$ cat config.mk
export PLATFORM = sky130hd
export DESIGN_NAME = dgc_top
export DESIGN_NICKNAME = d
export VERILOG_FILES = /design/src/rtl/dgc_pkg.sv /design/src/rtl/dgc_pin_sync.sv /design/src/rtl/dgc_top.sv
export SDC_FILE = /design/constraint.sdc
export NUM_CORES = 1
export LEC_CHECK = 0
export BUFFER_PORTS_ARGS = -buffer_cell sky130_fd_sc_hd__buf_2
export CAP_MARGIN = 5
export CORE_MARGIN = 4
export CORE_UTILIZATION = 45
export DETAILED_ROUTE_END_ITERATION = 7
export GPL_TIMING_DRIVEN = 0
export HOLD_SLACK_MARGIN = 0.1
export MAX_ROUTING_LAYER = met4
export PLACE_DENSITY = 0.8
export SLEW_MARGIN = 30
export SYNTH_ARGS = -nofsm -noshare
export SYNTH_HDL_FRONTEND = slang
export SYNTH_SLANG_ARGS = --single-unit
$ cat constraint.sdc
create_clock -name clk -period 2.2 [get_ports clk]
set_input_delay 0.44 -clock clk [delete_from_list [all_inputs] [get_ports clk]]
set_output_delay 0.44 -clock clk [all_outputs]
set_load 0.05 [all_outputs]
$ cat src/rtl/dgc_pkg.sv
// constants and types for the dual multipurpose pin control block
package dgc_pkg;

  typedef logic [1:0] dgc_mode_t;

  localparam int DGC_NUM_PINS = 2;

  // configuration space offsets, pin 1 then pin 2
  localparam logic [7:0] DGC_PIN1_OFS = 8'h89;
  localparam logic [7:0] DGC_PIN2_OFS = 8'h8a;

  localparam logic [7:0] DGC_CTRL_RST = 8'h80;

  // field positions in each control register
  localparam int DGC_MODE_HI = 7;
  localparam int DGC_MODE_LO = 6;
  localparam int DGC_RSVD_HI = 5;
  localparam int DGC_IRQ_EN = 4;
  localparam int DGC_FLAG = 3;
  localparam int DGC_RSVD_LO = 2;
  localparam int DGC_OUT_VAL = 1;
  localparam int DGC_IN_VAL = 0;

  // mode codes
  localparam dgc_mode_t DGC_MODE_ALT = 2'h0;
  localparam dgc_mode_t DGC_MODE_ALT2 = 2'h1;
  localparam dgc_mode_t DGC_MODE_INPUT = 2'h2;
  localparam dgc_mode_t DGC_MODE_OUTPUT = 2'h3;

  localparam dgc_mode_t DGC_MODE_RST = DGC_CTRL_RST[DGC_MODE_HI:DGC_MODE_LO];

  // edges after reset before change detection is trusted
  localparam int DGC_SYNC_PRIME = 3;

endpackage : dgc_pkg

$ cat src/rtl/dgc_pin_sync.sv
// two-stage pin synchroniser with change detection
`timescale 1ns/1ns
`default_nettype none
module dgc_pin_sync
  import dgc_pkg::*;
(
  // clock and reset
  input wire logic clk,
  input wire logic rst,
  // raw pin level
  input wire logic pin_raw,
  // synchronised level and change strobe
  output logic level,
  output logic toggled
);

  logic meta_ff;
  logic level_ff;
  logic prev_ff;
  logic [DGC_SYNC_PRIME-1:0] prime_ff;

  // two flops before any logic reads the pin
  always_ff @(posedge clk)
  begin
    if (rst)
    begin
      meta_ff <= 1'b0;
      level_ff <= 1'b0;
    end
    else
    begin
      meta_ff <= pin_raw;
      level_ff <= meta_ff;
    end
  end

  // previous level for edge compare
  always_ff @(posedge clk)
  begin
    if (rst)
      prev_ff <= 1'b0;
    else
      prev_ff <= level_ff;
  end

  // suppress the false edge while the chain fills after reset
  always_ff @(posedge clk)
  begin
    if (rst)
      prime_ff <= '0;
    else
      prime_ff <= {prime_ff[DGC_SYNC_PRIME-2:0], 1'b1};
  end

  assign level = level_ff;
  assign toggled = prime_ff[DGC_SYNC_PRIME-1] & (level_ff ^ prev_ff);

endmodule : dgc_pin_sync
`default_nettype wire

$ cat src/rtl/dgc_top.sv
// dual multipurpose pin control and status registers
`timescale 1ns/1ns
`default_nettype none
module dgc_top
(
  // clock and reset
  input wire logic clk,
  input wire logic rst,
  // configuration space byte access
  input wire logic cfg_sel,
  input wire logic cfg_we,
  input wire logic [7:0] cfg_addr,
  input wire logic [7:0] cfg_wdata,
  output logic [7:0] cfg_rdata,
  output logic cfg_rvalid,
  // alternate functions
  input wire logic socket1_activity_led,
  input wire logic video_port_enabled_status,
  output logic bus_lock_n,
  // status change requests
  output logic socket_status_change_a,
  output logic socket_status_change_b,
  // multipurpose pin 1
  input wire logic multipurpose_pin1_in,
  output logic multipurpose_pin1_out,
  output logic multipurpose_pin1_oe,
  // multipurpose pin 2
  input wire logic multipurpose_pin2_in,
  output logic multipurpose_pin2_out,
  output logic multipurpose_pin2_oe
);
  import dgc_pkg::*;

  logic [DGC_NUM_PINS-1:0] pin_raw;
  logic [DGC_NUM_PINS-1:0] in_level;
  logic [DGC_NUM_PINS-1:0] in_toggle;
  logic [DGC_NUM_PINS-1:0] wr_hit;
  logic [DGC_NUM_PINS-1:0] rd_hit;
  logic [DGC_NUM_PINS-1:0] irq_en_ff;
  logic [DGC_NUM_PINS-1:0] flag_ff;
  logic [DGC_NUM_PINS-1:0] out_val_ff;
  logic [7:0] reg_image [DGC_NUM_PINS];
  dgc_mode_t mode_ff [DGC_NUM_PINS];
  logic [7:0] pin_ofs [DGC_NUM_PINS];

  logic nxt_pin1_out;
  logic nxt_pin1_oe;
  logic nxt_pin2_out;
  logic nxt_pin2_oe;
  logic pin1_out_ff;
  logic pin1_oe_ff;
  logic pin2_out_ff;
  logic pin2_oe_ff;
  logic lock_n_ff;
  logic csc_a_ff;
  logic csc_b_ff;
  logic [7:0] rdata_ff;
  logic rvalid_ff;
  logic [7:0] nxt_rdata;

  assign pin_raw = {multipurpose_pin2_in, multipurpose_pin1_in};
  assign pin_ofs[0] = DGC_PIN1_OFS;
  assign pin_ofs[1] = DGC_PIN2_OFS;

  genvar g;
  generate
    for (g = 0; g < DGC_NUM_PINS; g++)
    begin : g_pin
      dgc_pin_sync u_sync (
        .clk(clk),
        .rst(rst),
        .pin_raw(pin_raw[g]),
        .level(in_level[g]),
        .toggled(in_toggle[g])
      );

      // decode is the same in either function
      assign wr_hit[g] = cfg_sel & cfg_we & (cfg_addr == pin_ofs[g]);
      assign rd_hit[g] = cfg_sel & ~cfg_we & (cfg_addr == pin_ofs[g]);

      // reserved bits read 0, bit 0 is the live pin
      assign reg_image[g] = {mode_ff[g], 1'b0, irq_en_ff[g], flag_ff[g], 1'b0,
                             out_val_ff[g], in_level[g]};

      // writable fields; reserved and input bits ignore writes
      always_ff @(posedge clk)
      begin
        if (rst)
        begin
          mode_ff[g] <= DGC_MODE_RST;
          irq_en_ff[g] <= DGC_CTRL_RST[DGC_IRQ_EN];
          out_val_ff[g] <= DGC_CTRL_RST[DGC_OUT_VAL];
        end
        else if (wr_hit[g])
        begin
          mode_ff[g] <= cfg_wdata[DGC_MODE_HI:DGC_MODE_LO];
          irq_en_ff[g] <= cfg_wdata[DGC_IRQ_EN];
          out_val_ff[g] <= cfg_wdata[DGC_OUT_VAL];
        end
      end

      // sticky change flag, set beats write-one clear
      always_ff @(posedge clk)
      begin
        if (rst)
          flag_ff[g] <= DGC_CTRL_RST[DGC_FLAG];
        else if (in_toggle[g] && mode_ff[g] == DGC_MODE_INPUT)
          flag_ff[g] <= 1'b1;
        else if (wr_hit[g] && cfg_wdata[DGC_FLAG])
          flag_ff[g] <= 1'b0;
      end

    end
  endgenerate

  // pin 1 drive select
  always_comb
  begin
    nxt_pin1_out = 1'b0;
    nxt_pin1_oe = 1'b0;
    unique case (mode_ff[0])
      DGC_MODE_ALT:
      begin
        nxt_pin1_out = socket1_activity_led;
        nxt_pin1_oe = 1'b1;
      end
      DGC_MODE_ALT2:
      begin
        nxt_pin1_oe = 1'b0;
      end
      DGC_MODE_INPUT:
      begin
        nxt_pin1_oe = 1'b0;
      end
      DGC_MODE_OUTPUT:
      begin
        nxt_pin1_out = out_val_ff[0];
        nxt_pin1_oe = 1'b1;
      end
    endcase
  end

  // pin 2 drive select, lock is an input function
  always_comb
  begin
    nxt_pin2_out = 1'b0;
    nxt_pin2_oe = 1'b0;
    unique case (mode_ff[1])
      DGC_MODE_ALT:
      begin
        nxt_pin2_oe = 1'b0;
      end
      DGC_MODE_ALT2:
      begin
        nxt_pin2_out = video_port_enabled_status;
        nxt_pin2_oe = 1'b1;
      end
      DGC_MODE_INPUT:
      begin
        nxt_pin2_oe = 1'b0;
      end
      DGC_MODE_OUTPUT:
      begin
        nxt_pin2_out = out_val_ff[1];
        nxt_pin2_oe = 1'b1;
      end
    endcase
  end

  // registered pin drivers
  always_ff @(posedge clk)
  begin
    if (rst)
    begin
      pin1_out_ff <= 1'b0;
      pin1_oe_ff <= 1'b0;
      pin2_out_ff <= 1'b0;
      pin2_oe_ff <= 1'b0;
    end
    else
    begin
      pin1_out_ff <= nxt_pin1_out;
      pin1_oe_ff <= nxt_pin1_oe;
      pin2_out_ff <= nxt_pin2_out;
      pin2_oe_ff <= nxt_pin2_oe;
    end
  end

  // lock seen on pin 2 only in lock mode, idle high otherwise
  always_ff @(posedge clk)
  begin
    if (rst)
      lock_n_ff <= 1'b1;
    else
      lock_n_ff <= (mode_ff[1] == DGC_MODE_ALT) ? in_level[1] : 1'b1;
  end

  // status change requests follow enable and flag
  always_ff @(posedge clk)
  begin
    if (rst)
    begin
      csc_a_ff <= 1'b0;
      csc_b_ff <= 1'b0;
    end
    else
    begin
      csc_a_ff <= irq_en_ff[0] & flag_ff[0];
      csc_b_ff <= irq_en_ff[1] & flag_ff[1];
    end
  end

  // read mux, unmapped offsets read 0
  always_comb
  begin
    nxt_rdata = 8'h00;
    if (rd_hit[0])
      nxt_rdata = reg_image[0];
    else if (rd_hit[1])
      nxt_rdata = reg_image[1];
  end

  always_ff @(posedge clk)
  begin
    if (rst)
    begin
      rdata_ff <= 8'h00;
      rvalid_ff <= 1'b0;
    end
    else
    begin
      rvalid_ff <= cfg_sel & ~cfg_we;
      if (cfg_sel && !cfg_we)
        rdata_ff <= nxt_rdata;
    end
  end

  assign cfg_rdata = rdata_ff;
  assign cfg_rvalid = rvalid_ff;
  assign bus_lock_n = lock_n_ff;
  assign socket_status_change_a = csc_a_ff;
  assign socket_status_change_b = csc_b_ff;
  assign multipurpose_pin1_out = pin1_out_ff;
  assign multipurpose_pin1_oe = pin1_oe_ff;
  assign multipurpose_pin2_out = pin2_out_ff;
  assign multipurpose_pin2_oe = pin2_oe_ff;
endmodule : dgc_top
`default_nettype wire

== Word level (Yosys, flattened, before mapping) ==
Memory sizes are Yosys's and may differ from the RTL's.
Cells that the tools add are included.

* Register bits after elaboration: 34
* Bits in writable memories: 4
* Bits of input ports: 24
* Output and inout bits: 16
* Logic and storage cells: 87
* Memories kept: 1

* Equality and inequality tests: 8
* Muxes and demuxes: 22
* Bitwise gates (word level): 16
* Reductions and logical operators: 15

{| class="wikitable"
|+ Memories
! memory !! depth !! width !! read ports !! clocked after memory_dff !! wr ports !! line !! source
|-
| mode_ff || 2 || 2 || 2 || 0 || 2 || dgc_top.sv:43 || <nowiki>dgc_mode_t mode_ff [DGC_NUM_PINS];</nowiki>
|}

{| class="wikitable"
|+ Operator list
! kind !! number
|-
| 8-bit == test (second input constant) || 2
|-
| 8-bit 2-to-1 mux || 2
|-
| 1-bit 2-to-1 mux || 14
|-
| 1-bit AND || 10
|-
| 2-bit OR reduction || 5
|-
| 2-bit == test (second input constant) || 4
|-
| 1-bit case mux with 2 select lines || 4
|-
| 1-bit logical AND || 5
|-
| 2-bit by 1-bit == test with 1-bit output (second input constant) || 2
|-
| 2-bit logical NOT || 2
|-
| 2-bit 2-to-1 mux || 2
|-
| 2-bit nonzero test || 2
|-
| 1-bit inverter || 2
|-
| 1-bit OR || 2
|-
| 1-bit XOR || 2
|-
| 1-bit logical NOT || 1
|}

== Longest topological paths before layout ==
Gate-level depths: netlist of the first run.

* Depth in word-level cells: 6
* Gate-level depth with buffers: 5
* Mapped depth without buffers: 4

== Modules after synthesis ==
A second synthesis of the first run with hierarchy kept.

* Cell total of the unflattened synthesis: 123
* Area, all modules: 1371.3 um^2

{| class="wikitable"
|+ Modules (own cells, without submodules)
! module !! instances !! cells an instance !! area each (um^2) !! sequential area each (um^2)
|-
| dgc_top || 1 || 95 || 1026.0 || 520.5
|-
| dgc_pin_sync || 2 || 14 || 172.7 || 120.1
|}

== Worst setup path after synthesis of the first run ==
No wires, ideal clock.

* Path type: input to register
* Start point: input port cfg_addr[5]
* End point: memory mode_ff[0][1] (netlist bit), data pin
* Library setup time: 0.266 ns
* Arrival: 1.347 ns
* Data required time: 1.934 ns
* Setup slack: 0.587 ns
* Cell stages on the path: 3
* Buffers on the path: 0
* Cell sequence: nor4b_4 > nand3_1 > or3_1

{| class="wikitable"
|+ RTL lines
! element !! line !! source
|-
| start, declared || dgc_top.sv:12 || <nowiki>input wire logic [7:0] cfg_addr,</nowiki>
|-
| end, declared || dgc_top.sv:43 ||
|}

==> results.toml, run 1 <==
[timing]
max_clock_freq_mhz = 632
setup_viol_count_final = 0
fin_skew_ns = 0.00960
min_period_ns = 1.58
maxSlewViolCount = 0
setup_slack_ns = 0.619
finalHoldViolCount = 0
fin_crit_sh = 0.719
fin_tns_setup_ns = 0
rsz0062_at_grt = "false"

[synthesis]
synth_most_common_cell = "dfxtp_1"
seq_area_frac_synth = 0.518
synthTopCellsByArea = "dfxtp_1 43%, edfxtp_1 8.9%, nor2b_1 6.9%"
avgSynthCellArea_sq_um = 11.2
yosysTopAreaCell = "dfxtp_1"
synth_cell_types = 39
synth-adder-area-share = 0.0278
synthCells = 121
yosysTopAreaCellShare = 0.429
synth-xor-area-share = 0.0130
synth_compound_area_frac = 0.0870
synth-edff-count = 4
syn-cell-area_sq_um = 1350
yosysWarnings = 0
synth_top_family_by_area = "simple AND/OR/NAND/NOR gates"
yosys.area_share.simple = 0.312
async_flop_share = 0
netlist_top_cells_count = "29 x dfxtp_1, 15 x nor2b_1, 6 x nor3b_1"
synth_mux_area_frac = 0.00740
ys_ff_latch = 33
synthFlopType = "dfxtp_1"

[route]
routed-wl-met3_um = 172
firstDrtPassIters = 4
via_per_inst = 5.54
routed_wl_um = 2790
num_vias = 1075
highest_layer = "met4"
drt_iter0_drc = 24
met2_wirelength_um = 1390
drtAntennaViolNets = 0
wl_met1_um = 1170
route.detailed.drc = 0
route.detailed.wl_per_inst_um = 14.4

[global_route]
antenna_found_initial = 0
grt_pass1_wl_um = 4800
grt_pass1_vias = 1097
grt_use_total = 0.163
overflow = 0
grt_max_degree = 11

[layout]
multi_input_area_sq_um = 612
antenna_cells = 0
synthToLayoutAreaGrowth_pct = 19.7
largest_reg_flops = 6
drive_above_1_share = 0.344
layout.nets = 189
regArea_sq_um = 701
fillerInstances = 265

[placement]
place_hpwl_um = 2180
gp_congestion = 0.835
portBuffers = 33
place_worst_setup_slack_ns = 0.290

[clock_tree]
clock_path_buffers = 2
cts_sinks = 33
cts-root-buf = "clkbuf_4"
cts_buffers = 5
postCtsSetupBuffers = 0
htreeDepth = 2
cts_tree = "yes"
cts.clk_slew.worst_paths_ns = 0.10
hold_buffers = 0
cts-resized-gates = 0
clock_latency_ns = 0.34

[floorplan]
die_h_um = 62.8
core_sq_um = 2810
die_w_um = 62.8
die_area_sq_um = 3950
ios = 40
initial_core_util = 0.482
rows = 19

[pwr]
p_leak_nw = 0.706
power_density_nw_per_um2 = 673
total_power_mw = 1.09
ir_worst_vdd_uv = 386

[worst_setup_path]
path_max_fanout = 9
timing_worst_setup_path_type = "in -> reg"
arrival_ns = 1.67
worstSetupStartpointType = "primary input"
end_kind = "register"
required_ns = 2.29

[min_path]
hp-class = "in -> reg"

[run]
drv_cap = 0

[run_status]
status = "finished clean"
==> logic make-up (layout without fill, tap and decap cells) <==
logic type / after synthesis / count (layout)
simple gates: 59 / 59
buf+inv: 9 / 50
flops: 33 / 33
other cells: 1 / 2
mux: 1 / 1
xor+xnor: 2 / 2
compound gates: 13 / 13
fa+ha+maj: 3 / 3
==> routing by layer <==
metal | global-route usage | up-vias
li1 | - | 526
met1 | 0.171 | 514
met2 | 0.266 | 28
met3 | 0.0647 | 7
met4 | 0.0799 | 0
met5 | - | -
==> power by group <==
part	internal, mW	switching [mW]	total, mW
Clock	0.158	0.193	0.351
Combinational	0.0397	0.0665	0.106
Sequential	0.624	0.00814	0.632
Total	0.821	0.268	1.09
==> through the flow <==
step	utilization	instance area (sq um)	hold slack, ns	cells
after floorplan	-	1360	0.414	122
after global placement	0.556	1560	0.420	186
after detailed placement	0.556	1560	0.432	186
after CTS	0.577	1620	0.297	194
after global routing	0.577	1620	0.308	194
final	0.577	1620	0.306	194
==> path summary, 6_finish.rpt <==
check | start | end | slack (ns) | depth (start not counted)
max | cfg_addr[5] | mode_ff[0][1] | 0.62 | 4
min | multipurpose_pin1_in | g_pin[0].u_sync.meta_ff | 0.31 | 2
max reg2reg | mode_ff[0][1] | multipurpose_pin1_out | 1.13 | 3
min reg2reg | g_pin[0].u_sync.prime_ff[0] | g_pin[0].u_sync.prime_ff[1] | 0.46 | 1
==> area by class of cell <==
class / count / share of cell area
well taps: 31 / 0.0240
flip-flops and latches: 33 / 0.433
repair buffers: 33 / 0.102
clock buffers: 8 / 0.0363
multi-input cells: 80 / 0.378
inverters: 3 / 0.00696
plain buffers: 6 / 0.0201
==> cell usage in the layout (no fill, tap or decap), types with 2 or more instances in the layout <==
| cell type | synthesis | final |
|---|---|---|
| nand2_1 | 4 | 4 |
| buf_2 | 2 | 35 |
| nand2b_1 | 3 | 3 |
| or3_1 | 2 | 2 |
| conb_1 | 1 | 2 |
| and4_2 | 2 | 2 |
| buf_4 | 2 | 2 |
| edfxtp_1 | 4 | 4 |
| nor2b_1 | 15 | 15 |
| a221o_1 | 4 | 4 |
| nand3_1 | 2 | 2 |
| ha_1 | 3 | 3 |
| dfxtp_1 | 29 | 29 |
| inv_1 | 2 | 2 |
| and4bb_2 | 2 | 2 |
| nand4_1 | 3 | 3 |
| nand3b_1 | 2 | 2 |
| nor3b_1 | 6 | 6 |
| clkbuf_4 | 0 | 5 |
| or4bb_1 | 2 | 2 |
| nor2_1 | 3 | 3 |
| clkbuf_1 | 2 | 4 |
| and2_1 | 2 | 2 |
| nor4_1 | 4 | 4 |
| a31o_2 | 5 | 5 |
==> critical path, stage by stage <==
cell,delay (ns)
buf_2,0.12
nor4b_4,0.47
nand3_1,0.28
or3_1,0.37
(Power assumes the default switching activity.)
==> inputs of run 2 (changes only) <==
--- a/config.mk
+++ b/config.mk
@@ -5,6 +5,7 @@
 export SDC_FILE = /design/constraint.sdc
 export NUM_CORES = 1
 export LEC_CHECK = 0
+export ABC_AREA = 1
 export BUFFER_PORTS_ARGS = -buffer_cell sky130_fd_sc_hd__buf_2
 export CAP_MARGIN = 5
 export CORE_MARGIN = 4
==> constraint.sdc (replaced) <==
create_clock -name clk -period 1.7 [get_ports clk]
set_input_delay 0.34 -clock clk [delete_from_list [all_inputs] [get_ports clk]]
set_output_delay 0.34 -clock clk [all_outputs]
set_load 0.05 [all_outputs]
==> run 2 against run 1 <==
Net effect:
- combinational power increased by 79%
- final area increased by 4.6%
- hold slack got worse by 0.098 ns
- count of clock-buffer cells in the layout decreased by 2
- wire length decreased by 7.8%
- largest power group unchanged
==> results.toml, run 2 <==
[timing]
fin_crit_sh = 0.744
fin_tns_setup_ns = 0
rsz0062_at_grt = "false"
setup_slack_ns = 0.436
min_period_ns = 1.26
maxSlewViolCount = 0
max_clock_freq_mhz = 791
fin_skew_ns = 0.00520
setup_viol_count_final = 0
finalHoldViolCount = 0

[worst_setup_path]
critPathTopFamily = "flip-flops"
arrival_ns = 0.92
end_kind = "output port"
cp_num_buf_inv = 1
crit_path_cell_trace = "buf_2"
slowest_stage = "dfxtp_1"
required_ns = 1.36
timing_worst_setup_path_type = "reg -> out"
path_max_fanout = 2
worstSetupStartpointType = "register"
crit_path_max_incr_delay_ns = 0.34

[clock_tree]
cts-resized-gates = 0
clock_latency_ns = 0.33
cts_tree = "yes"
cts-root-buf = "clkbuf_4"
htreeDepth = 2
cts_buffers = 5
cts.clk_slew.worst_paths_ns = 0.09
postCtsSetupBuffers = 0
clock_path_buffers = 2
hold_buffers = 0
cts_sinks = 33

[floorplan]
die_h_um = 64.1
initial_core_util = 0.468
rows = 20
ios = 40
core_sq_um = 3030
die_area_sq_um = 4110
die_w_um = 64.1

[route]
drtAntennaViolNets = 0
num_vias = 1144
via_per_inst = 4.35
routed_wl_um = 2570
drt_iter0_drc = 42
route.detailed.drc = 0
firstDrtPassIters = 4
route.detailed.wl_per_inst_um = 9.78

[synthesis]
synthTopCellsByArea = "dfxtp_1 41%, nor2_1 9.0%, edfxtp_1 8.5%"
yosysTopAreaCellShare = 0.410
synth-edff-count = 4
avgSynthCellArea_sq_um = 8.01
async_flop_share = 0
synth_most_common_cell = "nor2_1"
syn-cell-area_sq_um = 1420
seq_area_frac_synth = 0.494
netlist_top_cells_count = "34 x nor2_1, 31 x nand2_1, 29 x dfxtp_1"
yosysWarnings = 0
synthCells = 177
synth_cell_types = 25
synthFlopType = "dfxtp_1"
ys_ff_latch = 33
yosysTopAreaCell = "dfxtp_1"

[global_route]
grt_use_total = 0.144
use_met3 = 0.0580
overflow = 0
grt_pass1_wl_um = 4400
antenna_found_initial = 0
grt_max_degree = 11
use_met1 = 0.182
grt_pass1_vias = 1042
top_usage_layer = "met2"
met2_usage = 0.210

[layout]
antenna_cells = 0
largest_reg_flops = 6
layout_commonest_cell = "buf_2"
final_core_util = 0.559
drive_above_1_share = 0.274
synthToLayoutAreaGrowth_pct = 19.4
layout.nets = 245
final_cell_mix = "35 x buf_2, 34 x nor2_1, 31 x nand2_1, 29 x dfxtp_1, 23 x inv_1"

[placement]
gp_congestion = 0.822
portBuffers = 33
place_worst_setup_slack_ns = 0.252
place_hpwl_um = 2010

[pwr]
p_leak_nw = 0.816
power_density_nw_per_um2 = 839
ir_worst_vdd_uv = 449

[min_path]
hp-class = "in -> reg"

[run_status]
status = "finished clean"

[run]
drv_cap = 0
## run 2: layer usage
layer / wire length (um) / vias up
li1: - / 628
met1: 1220 / 485
met2: 1170 / 26
met3: 142 / 5
met4: 38 / 0
met5: 0 / -
## run 2: cell families after synthesis
| group | share of synthesized area |
|---|---|
| compound gates | 0.0335 |
| fa+ha+maj | 0.0265 |
| other cells | 0.00265 |
| buf+inv | 0.0997 |
| flops | 0.494 |
| xor+xnor | 0.0124 |
| simple gates | 0.331 |
## run 2: stage by stage
stage               hold slack (ns)  cells  power [mW]  cell area, sq um
floorplan                     0.388    178       0.982              1420
global placement              0.390    255        1.03              1640
detailed placement            0.393    255        1.04              1640
CTS                           0.190    263        1.44              1690
global route                  0.182    263        1.51              1690
finish                        0.208    263        1.42              1690
## run 2: worst paths after layout
path,from,endpoint,slack (ns),cells past startpoint
setup / recovery,cfg_rdata[0],cfg_rdata[0],0.44,1
hold / removal,multipurpose_pin2_in,g_pin[1].u_sync.meta_ff,0.21,3
setup reg to reg,mode_ff[0][0],multipurpose_pin1_out,0.55,4
hold reg to reg,g_pin[1].u_sync.meta_ff,g_pin[1].u_sync.level,0.40,2
## run 2: report_power, final
group          internal (mW)  switching [mW]
clock network          0.157           0.245
registers              0.816          0.0128
logic                 0.0571           0.133
total                   1.03           0.390
## run 2: cell type report
type                       count  area [sq um]
fill                         313          1340
sequential                    33           701
multi-input combinational    113           579
timing repair buffer          33           165
inverter                      25          93.8
tap                           44          55.1
buffer                         7          47.5
clock buffer                   6          41.3
clock inverter                 2          10.0
## run 2: worst reg2reg max path: stages (launching register included)
cell      delay (ns)
edfxtp_1        0.42
inv_1           0.10
ha_1            0.23
nor2_1          0.12
a21boi_0        0.20
==> inputs of run 3 (changes only) <==
==> constraint.sdc (replaced) <==
create_clock -name clk -period 1.2 [get_ports clk]
set_input_delay 0.24 -clock clk [delete_from_list [all_inputs] [get_ports clk]]
set_output_delay 0.24 -clock clk [all_outputs]
set_load 0.05 [all_outputs]
==> run 3 against run 2 <==
Net effect:
- flip-flop and latch count unchanged
- clock skew increased by 0.00081 ns
- wire length increased by 0.89%
- sequential power increased by 41%
- count of clock-buffer cells in the layout unchanged
- cell count increased by 1.9%
==> results.toml, run 3 (synthesis results as in run 2) <==
[run_status]
status = "finished clean"

[floorplan]
initial_core_util = 0.468
die_area_sq_um = 4110
rows = 20
core_sq_um = 3030
ios = 40
die_h_um = 64.1
die_w_um = 64.1

[clock_tree]
cts_tree = "yes"
cts_sinks = 33
cts.clk_slew.worst_paths_ns = 0.09
htreeDepth = 2
cts-root-buf = "clkbuf_4"
cts_buffers = 5
clock_path_buffers = 2
clock_latency_ns = 0.33

[route]
num_vias = 1166
drt_iter0_drc = 48
route.detailed.drc = 0
route.detailed.wl_per_inst_um = 9.68
via_per_inst = 4.35
routed_wl_um = 2590
drtAntennaViolNets = 0
firstDrtPassIters = 4

[layout]
fillerInstances = 306
largest_reg_flops = 6
layout_commonest_cell = "nor2_1"
final_core_util = 0.581
final_cell_mix = "34 x nor2_1, 31 x nand2_1, 29 x dfxtp_1, 26 x buf_2, 23 x inv_1"
antenna_cells = 0
layout.nets = 250
synthToLayoutAreaGrowth_pct = 24.2
final_area_sq_um = 1760
final_cells = 268
drive_above_1_share = 0.277

[timing]
max_clock_freq_mhz = 880
finalHoldViolCount = 0
fin_tns_setup_ns = 0
fin_crit_sh = 0.947
maxSlewViolCount = 0
worst_hold_slack_ns = 0.120
setup_viol_count_final = 0
rsz0062_at_grt = "false"
min_period_ns = 1.14
setup_slack_ns = 0.0630
fin_skew_ns = 0.00601

[placement]
place_area_sq_um = 1640
portBuffers = 33
place_worst_setup_slack_ns = -0.148
dp_cells = 255
gp_congestion = 0.822
place_hpwl_um = 2010

[min_path]
hp-class = "in -> reg"
worstHoldPathCells = 2

[global_route]
grt_pass1_wl_um = 4450
overflow = 0
grt_max_degree = 11
grt_pass1_vias = 1052
grt_use_total = 0.146
antenna_found_initial = 0

[pwr]
ir_worst_vdd_uv = 637
power_density_nw_per_um2 = 1150
total_power_mw = 2.03
p_leak_nw = 0.835

[worst_setup_path]
end_kind = "output port"
reg2regPathDepth = 4
crit_path_max_incr_delay_ns = 0.32
worstSetupStartpointType = "register"
critPathTopFamily = "flip-flops"
cp_num_buf_inv = 1
arrival_ns = 0.90
path_max_fanout = 1
slowest_stage = "dfxtp_1"
crit_path_cell_trace = "buf_2"
required_ns = 0.96
timing_worst_setup_path_type = "reg -> out"
cp.depth = 1

[run]
drv_cap = 0
## run 3: changes by cell type in the layout (fill, tap and decap cells not counted), sizes merged
cell and delta:
buf -6, clkbuf +8, dlygate4sd3 +3
## run 3: repair_timing
action,in CTS,in global routing
buffers inserted,0,2
hold endpoints to repair,3,0
hold buffers,3,0
setup endpoints to repair,0,10
resized for setup,0,11
## run 3: path summary, 6_finish.rpt
check / start / endpoint / slack [ns]
worst min register to register: g_pin[1].u_sync.meta_ff / g_pin[1].u_sync.level / 0.40
worst max-delay path: cfg_rvalid / cfg_rvalid / 0.06
worst min-delay path: cfg_we / cfg_rvalid / 0.12
worst max register to register: mode_ff[0][1] / multipurpose_pin1_out / 0.10
## run 3: worst reg2reg max path, delay by kind of cell (launching register included)
family                     cells  cell delay [ns]
AOI/OAI and AO/OA              1             0.17
adders and majority gates      1             0.21
buffers and inverters          1             0.08
DFF                            1             0.44
and+or+nand+nor                1             0.12
## run 3: cell type report
type | instances | area [sq um] | area share
Multi-Input combinational cell | 113 | 579 | 0.329
Timing Repair Buffer | 38 | 233 | 0.132
Clock inverter | 2 | 10.0 | 0.00569
Buffer | 7 | 47.5 | 0.0270
Clock buffer | 6 | 41.3 | 0.0235
Inverter | 25 | 93.8 | 0.0533
Sequential cell | 33 | 701 | 0.398
Tap cell | 44 | 55.1 | 0.0313
## run 3: where the power goes
group / switching (mW) / total, mW / internal [mW]
sequential: 0.0182 / 1.17 / 1.16
combinational: 0.190 / 0.288 / 0.0977
clock: 0.346 / 0.569 / 0.223
total: 0.555 / 2.03 / 1.48
## run 3: metal layers
layer	track usage	wire, um	vias up
met1	0.184	1230	496
met2	0.213	1190	26
met5	-	0	-
met3	0.0580	136	5
met4	0.0475	38	0
li1	-	-	639
